<file path="config.mk">
export PLATFORM = sky130hd
export DESIGN_NAME = lane_link_status_bank
export DESIGN_NICKNAME = d
export VERILOG_FILES = /design/src/pkg/lane_status_pkg.sv /design/src/design/lane_status_gen.sv /design/src/design/lane_link_status_bank.sv
export SDC_FILE = /design/constraint.sdc
export NUM_CORES = 1
export LEC_CHECK = 0
export BUFFER_PORTS_ARGS = -buffer_cell sky130_fd_sc_hd__buf_2
export CAP_MARGIN = 20
export CORE_MARGIN = 2
export CORE_UTILIZATION = 45
export DETAILED_ROUTE_END_ITERATION = 6
export PLACE_DENSITY = 0.81
export SYNTH_ARGS = -nofsm -noshare
export SYNTH_HDL_FRONTEND = slang
export SYNTH_SLANG_ARGS = --single-unit
</file>
<file path="constraint.sdc">
create_clock -name mclk -period 2.5 [get_ports mclk]
set_clock_uncertainty 0.1 [all_clocks]
set_input_delay 0.25 -clock mclk [delete_from_list [all_inputs] [get_ports mclk]]
set_output_delay 0.25 -clock mclk [all_outputs]
set_load 0.05 [all_outputs]
</file>
<file path="src/pkg/lane_status_pkg.sv">
package lane_status_pkg;
  localparam logic [11:0] LANE6_STATUS_ADDR = 12'h4B6;
  localparam logic [11:0] LANE7_STATUS_ADDR = 12'h4B7;
  localparam logic [11:0] IRQ_ENABLE_A_ADDR = 12'h4B8;
  localparam logic [7:0] STATUS_RESET = 8'h00;
  localparam logic [7:0] ENABLE_RESET = 8'h00;
  localparam logic [7:0] ENABLE_WMASK = 8'hF8;
  localparam int BIT_DISPARITY = 7;
  localparam int BIT_INVALID = 6;
  localparam int BIT_STRAY = 5;
  localparam int BIT_DESKEW = 4;
  localparam int BIT_ALIGN = 3;
  localparam int BIT_CHECKSUM = 2;
  localparam int BIT_FRAME = 1;
  localparam int BIT_CODEGROUP = 0;
endpackage

</file>
<file path="src/design/lane_status_gen.sv">
`timescale 1ns/1ps
module lane_status_gen
  import lane_status_pkg::*;
#(
  parameter int CNT_W = 8
) (
  input wire logic mclk, // Clock
  input wire logic reset_n, // Async reset, active low
  input wire logic [CNT_W-1:0] error_threshold, // Error threshold
  input wire logic [CNT_W-1:0] disparity_count, // Bad disparity count
  input wire logic [CNT_W-1:0] invalid_count, // Not-in-table count
  input wire logic [CNT_W-1:0] stray_count, // Unexpected K count
  input wire logic deskew_ok, // Deskew achieved
  input wire logic align_sync, // Alignment sync achieved
  input wire logic [CNT_W-1:0] rx_checksum, // Checksum sent in alignment sequence
  input wire logic [CNT_W-1:0] calc_checksum, // Checksum computed locally
  input wire logic frame_sync, // Frame sync achieved
  input wire logic codegroup_sync, // Code group sync achieved
  output logic [7:0] status // Registered status byte
);
  typedef struct packed {
    logic [7:0] status_reg;
  } state_t;
  state_t st_reg;
  state_t st_next;

  always_comb begin
    st_next = st_reg;
    st_next.status_reg[BIT_DISPARITY] = disparity_count >= error_threshold;
    st_next.status_reg[BIT_INVALID] = invalid_count >= error_threshold;
    st_next.status_reg[BIT_STRAY] = stray_count >= error_threshold;
    st_next.status_reg[BIT_DESKEW] = deskew_ok;
    st_next.status_reg[BIT_ALIGN] = align_sync;
    // Only link-delivered checksum is used, never a programmed one
    st_next.status_reg[BIT_CHECKSUM] = rx_checksum == calc_checksum;
    st_next.status_reg[BIT_FRAME] = frame_sync;
    st_next.status_reg[BIT_CODEGROUP] = codegroup_sync;
  end

  always_ff @(posedge mclk or negedge reset_n) begin
    if (!reset_n) begin
      st_reg <= '{status_reg: STATUS_RESET};
    end else begin
      st_reg <= st_next;
    end
  end

  assign status = st_reg.status_reg;
endmodule

</file>
<file path="src/design/lane_link_status_bank.sv">
`timescale 1ns/1ps
module lane_link_status_bank
  import lane_status_pkg::*;
#(
  parameter int NUM_LANES = 2,
  parameter int CNT_W = 8
) (
  input wire logic mclk, // Clock
  input wire logic reset_n, // Async reset, active low
  input wire logic [11:0] cfg_addr, // Register address
  input wire logic cfg_wr, // Write strobe
  input wire logic cfg_rd, // Read strobe
  input wire logic [7:0] cfg_wdata, // Write data
  output logic [7:0] cfg_rdata, // Read data, held until next read, cleared by reset
  input wire logic [CNT_W-1:0] error_threshold, // Error threshold
  input wire logic skip_alignment_sequence, // Alignment sequence skipped
  input wire logic [NUM_LANES*CNT_W-1:0] disparity_count, // Per lane counts
  input wire logic [NUM_LANES*CNT_W-1:0] invalid_count, // Per lane counts
  input wire logic [NUM_LANES*CNT_W-1:0] stray_count, // Per lane counts
  input wire logic [NUM_LANES-1:0] deskew_ok, // Per lane deskew
  input wire logic [NUM_LANES-1:0] align_sync, // Per lane alignment sync
  input wire logic [NUM_LANES*CNT_W-1:0] rx_checksum, // Transmitted checksums
  input wire logic [NUM_LANES*CNT_W-1:0] calc_checksum, // Computed checksums
  input wire logic [NUM_LANES-1:0] frame_sync, // Per lane frame sync
  input wire logic [NUM_LANES-1:0] codegroup_sync, // Per lane code group sync
  output logic irq_req // Interrupt request, level
);
  // ----------------------------------------
  // Elaboration checks
  // ----------------------------------------
  // Register map only holds lanes 6 and 7, so two lanes exactly
  if (NUM_LANES != 2) begin : g_bad_lanes
    $error("NUM_LANES must be 2: lanes 6 and 7");
  end
  if (CNT_W < 1) begin : g_bad_width
    $error("CNT_W must be at least 1");
  end

  typedef struct packed {
    logic [7:0] enable_reg;
    logic [7:0] rdata_reg;
    logic irq_reg;
  } state_t;
  state_t st_reg;
  state_t st_next;
  logic [7:0] lane_status [NUM_LANES];
  logic [7:0] events;

  // ----------------------------------------
  // Per lane status
  // ----------------------------------------
  for (genvar i = 0; i < NUM_LANES; i++) begin : g_lane
    lane_status_gen #(.CNT_W(CNT_W)) u_lane (
      .mclk(mclk),
      .reset_n(reset_n),
      .error_threshold(error_threshold),
      .disparity_count(disparity_count[i*CNT_W +: CNT_W]),
      .invalid_count(invalid_count[i*CNT_W +: CNT_W]),
      .stray_count(stray_count[i*CNT_W +: CNT_W]),
      .deskew_ok(deskew_ok[i]),
      .align_sync(align_sync[i]),
      .rx_checksum(rx_checksum[i*CNT_W +: CNT_W]),
      .calc_checksum(calc_checksum[i*CNT_W +: CNT_W]),
      .frame_sync(frame_sync[i]),
      .codegroup_sync(codegroup_sync[i]),
      .status(lane_status[i])
    );
  end

  // ----------------------------------------
  // Register access and interrupt
  // ----------------------------------------
  always_comb begin
    st_next = st_reg;
    // Error flags and lost deskew or alignment sync across both lanes
    events = '0;
    for (int i = 0; i < NUM_LANES; i++) begin
      events[BIT_DISPARITY] = events[BIT_DISPARITY] | lane_status[i][BIT_DISPARITY];
      events[BIT_INVALID] = events[BIT_INVALID] | lane_status[i][BIT_INVALID];
      events[BIT_STRAY] = events[BIT_STRAY] | lane_status[i][BIT_STRAY];
      events[BIT_DESKEW] = events[BIT_DESKEW] | ~lane_status[i][BIT_DESKEW];
      events[BIT_ALIGN] = events[BIT_ALIGN] | ~lane_status[i][BIT_ALIGN];
    end
    // Alignment-based events mean nothing while the sequence is skipped
    if (skip_alignment_sequence) begin
      events[BIT_DESKEW] = 1'b0;
      events[BIT_ALIGN] = 1'b0;
    end
    st_next.irq_reg = |(events & st_reg.enable_reg);
    if (cfg_wr && cfg_addr == IRQ_ENABLE_A_ADDR) begin
      st_next.enable_reg = cfg_wdata & ENABLE_WMASK;
    end
    if (cfg_rd) begin
      unique case (cfg_addr)
        LANE6_STATUS_ADDR: st_next.rdata_reg = lane_status[0];
        LANE7_STATUS_ADDR: st_next.rdata_reg = lane_status[1];
        IRQ_ENABLE_A_ADDR: st_next.rdata_reg = st_reg.enable_reg;
        default: st_next.rdata_reg = 8'h00;
      endcase
    end
  end

  always_ff @(posedge mclk or negedge reset_n) begin
    if (!reset_n) begin
      st_reg <= '{enable_reg: ENABLE_RESET, rdata_reg: 8'h00, irq_reg: 1'b0};
    end else begin
      st_reg <= st_next;
    end
  end

  assign cfg_rdata = st_reg.rdata_reg;
  assign irq_req = st_reg.irq_reg;
endmodule

</file>
# Word level (Yosys, flattened, before mapping)
# Index checks and enable logic that the tools add are counted.
# Widths: inputs -> output; s select.
[word_totals]
reg_bits = 30
in_bits = 121
word_cells = 30
[op_classes]
magnitude_cmp = 6
n_eq_ne = 5
n_mux = 2
n_bitwise = 10
reduce_logical = 2
[op_table]
columns = ["cell", "n"]
rows = [
  ["$ge 8x8->1", 6],
  ["$eq 12x11->1 const B", 3],
  ["$pmux 8 s3", 1],
  ["$eq 8x8->1", 2],
  ["$and 8x8->8", 1],
  ["$reduce_or 8->1", 1],
  ["$or 1x1->1", 5],
  ["$not 1->1", 4],
  ["$mux 2", 1],
  ["$logic_and 1x1->1", 1],
]

# Depth between registers and ports, before layout
[depth]
ltp_word = 5
depth_mapped = 6
depth_no_buf = 6

# Hierarchy
# From an unflattened synthesis, not the netlist that was laid out.
[unflattened]
cells_unflattened = 236
hier_area_um2 = 2494.9
[modules_own_cells]
columns = ["module", "n_inst", "cells_each", "area_each_um2", "seq_area_each_um2"]
rows = [
  ["lane_status_gen", 2, 80, 827.0, 200.2],
  ["lane_link_status_bank", 1, 76, 840.8, 350.3],
]

# Worst setup path before layout
# No wires, ideal clock.
[synth_timing]
path_kind = "input to register"
from = "input cfg_addr[0]"
to = "register st_reg[12] (netlist name)"
t_arrival_ns = 1.484
t_required_ns = 2.275
slack_ns = 0.791
stages = 5
n_path_buf = 1
cell_sequence = "buf_6 > or4b_4 > nor2_4 > nand3_4 > mux2_4"
[synth_via]
elab_chain_len = 2
[synth_rtl]
columns = ["item", "line_no", "text"]
rows = [
  ["start, declared", "lane_link_status_bank.sv:10", "input wire logic [11:0] cfg_addr,"],
  ["$eq 12x11->1", "lane_link_status_bank.sv:90", "if (cfg_wr && cfg_addr == IRQ_ENABLE_A_ADDR) begin"],
  ["$logic_and 1x1->1", "lane_link_status_bank.sv:90", ""],
  ["end signal, assigned", "lane_link_status_bank.sv:105", "st_reg <= '{enable_reg: ENABLE_RESET, rdata_reg: 8'h00, irq_reg: 1'b0};"],
  ["end signal, assigned", "lane_link_status_bank.sv:107", "st_reg <= st_next;"],
  ["end, declared", "lane_link_status_bank.sv:44", "state_t st_reg;"],
]
# Every way passes these cells.
# A chain may end at the register's enable or synchronous reset.

# Worst setup path after layout
[layout_timing]
from = "input cfg_addr[0]"
to = "register st_reg[15] (netlist name)"
# Same word-level chain as after synthesis.

==> metrics <==
max reg flops=16; layer carrying the most global-route usage=met2; mapped cell area=2380 um^2; commonest non-fill, non-tap cell in the layout=buf_2; critical path class=in -> reg; CP max stage delay=0.60 ns; Synth Flop Type=dfrtp_1; Post-Syn Instances=226; wire length per cell=12.4 um; Max-Cap Viols=0; outcome=finished clean; critical path cell sequence=buf_2 > or4b_4 > nor2_4 > nand3_4 > mux2_4; vias in the first global route=2226; # clock sinks=30; fmax=638 MHz; # IOs=130; first-pass GRT wire length=9200 um; P per Cell Area=379 nW/um^2; slew margin rel.=58.2%; DR DRC count=0; total wire length=5310 um; Post CTS Setup Buffer Count=0; diode count=0; # rows=26; Worst setup EP type=flip-flop; pin count of the biggest net entering global routing=31; total stage count of the critical path=5; Crit Path Max Fanout=9; WP data arrival=1.63 ns; Hold WC Path Type=in -> reg; synth-to-layout area growth=34.8%; Lkg Pwr=1.78 nW; Worst path top cell family by delay=simple AND/OR/NAND/NOR gates; initial DRC count=37; met2 usage=36.4%; sequential share of the synthesized area=31.5%; RSZ-0062 raised after global routing=no; routability cong.=0.774; minimum clock period=1.57 ns; Setup Viol. Count Final=0; syn_area_per_cell=10.5 um^2; Synth Register Bits=30; CP Data Required Time=2.56 ns; Final nets=528; Synthesized Nets=395; initial core utilization=46.6%; Hold Fails Final Rpt=0; Worst path slowest cell=or4b_4; startpoint types=input pin; fraction of layout cells with a size suffix above 1=40.0%; CTS tree=yes; Core Util, Final=62.8%; Die X=76.7 um; Routed Antenna Nets=0; Slew Viols, Final=0; GR Layer Usage met1=19.5%; Tightest Pin Transition=0.628 ns; fraction of registers with async set/reset=100%; hold_sp=cfg_wdata[3]; Die H=76.7 um; maximum vdd drop=0.272 mV; setup TNS=0 ns; Worst Reg-to-Reg Cells=2; M3 GR Usage=7.29%; clk root buf=clkbuf_8; core area=5110 um^2; RR Startpoint=st_reg[13]$_DFFE_PN0P_; hpwl dp=4480 um; Reg clk slew, reported paths=0.06 ns; Warnings, synthesis=0; H-Tree Depth=2; CTS Buffer Depth=2; drt via density=5.02; TritonRoute pass-1 iters=4; Clock Latency Late Sink=0.28 ns; Vias=2159; I/O Buffers=126; initial antenna violation count=0; commonest non-fill, non-tap cells in the layout=buf_2 (126), ha_1 (48), dfrtp_1 (30); total CTS buffers=5; WHS Path Cells=2; period utilisation layout=62.7%; number of synthesized flops with an enable pin=0; gr usage total=19.1%; gr ovfl total=0; Buf/Inv on CP=1; die footprint=5890 um^2; Synth cell types=29; CP Launch Point=cfg_addr[0]
timing repair:
action,CTS,global route
hold endpoints to repair,38,0
setup endpoints to repair,0,0
resized for setup,0,0
hold buffers,9,0
final cells by class:
type / instances / area [um^2]
Inverter: 14 / 52.6
Multi-Input combinational cell: 173 / 1510
Sequential cell: 30 / 751
Clock inverter: 1 / 5.00
Timing Repair Buffer: 135 / 721
Clock buffer: 7 / 86.3
Tap cell: 70 / 87.6
Fill cell: 434 / 1900
logic make-up after synthesis:
kind of cell,count (synthesis),synth area share [%]
multiplexers,13,6.52
AO/OA/AOI/OAI,60,15.5
buffers and inverters,23,5.21
adder cells (fa/ha/maj),48,25.2
flip-flops,30,31.5
XOR/XNOR,16,5.89
AND/OR/NAND/NOR,36,10.1
path summary, 6_finish.rpt:
path	endpoint	slack, ns
setup reg to reg	irq_req$_DFF_PN0_	1.53
setup / recovery	st_reg[15]$_DFFE_PN0P_	0.93
hold / removal	st_reg[12]$_DFFE_PN0P_	0.11
max in group asynchronous	g_lane[0].u_lane.status[5]$_DFF_PN0_	1.46
min in group asynchronous	cfg_rdata[2]$_DFFE_PN0P_	0.43
hold reg to reg	cfg_rdata[1]$_DFFE_PN0P_	0.39
metrics by stage:
stage	setup WS [ns]	instances	hold slack [ns]	area [um^2]	total power, mW
2_1_floorplan	0.791	226	-0.146	2380	0.685
3_3_place_gp	0.648	413	0.200	3030	0.814
3_5_place_dp	0.629	413	0.211	3030	0.829
4_1_cts	0.930	430	0.0998	3210	1.23
5_1_grt	0.872	430	0.0990	3210	1.31
6_report	0.932	430	0.108	3210	1.21
cell usage after synthesis (6+ instances only):
cell	instances	area [um^2]
nand2_1	9	33.8
a21oi_1	12	60.1
a31oi_1	6	37.5
nor2b_1	6	37.5
a22oi_1	6	45.0
a21o_1	12	90.1
dfrtp_1	30	751
buf_4	8	60.1
ha_1	48	601
xnor2_1	16	140
nand3_1	7	35.0
o21ai_0	15	75.1
inv_1	13	48.8
mux2i_1	8	80.1
metal layers:
layer	routed length, um	share of wire, %	vias up
li1	-	-	1095
met5	0	0	-
met1	2010	38	970
met2	2710	51	85
met3	512	9.6	9
met4	79	1.5	0
report_power, final:
group / internal, mW / switching (mW) / total, mW / leakage (nW)
logic: 0.171 / 0.144 / 0.315 / 1.34
clock network: 0.221 / 0.166 / 0.387 / 0.0482
registers: 0.505 / 0.00791 / 0.513 / 0.389
(Power assumes the default switching activity.)
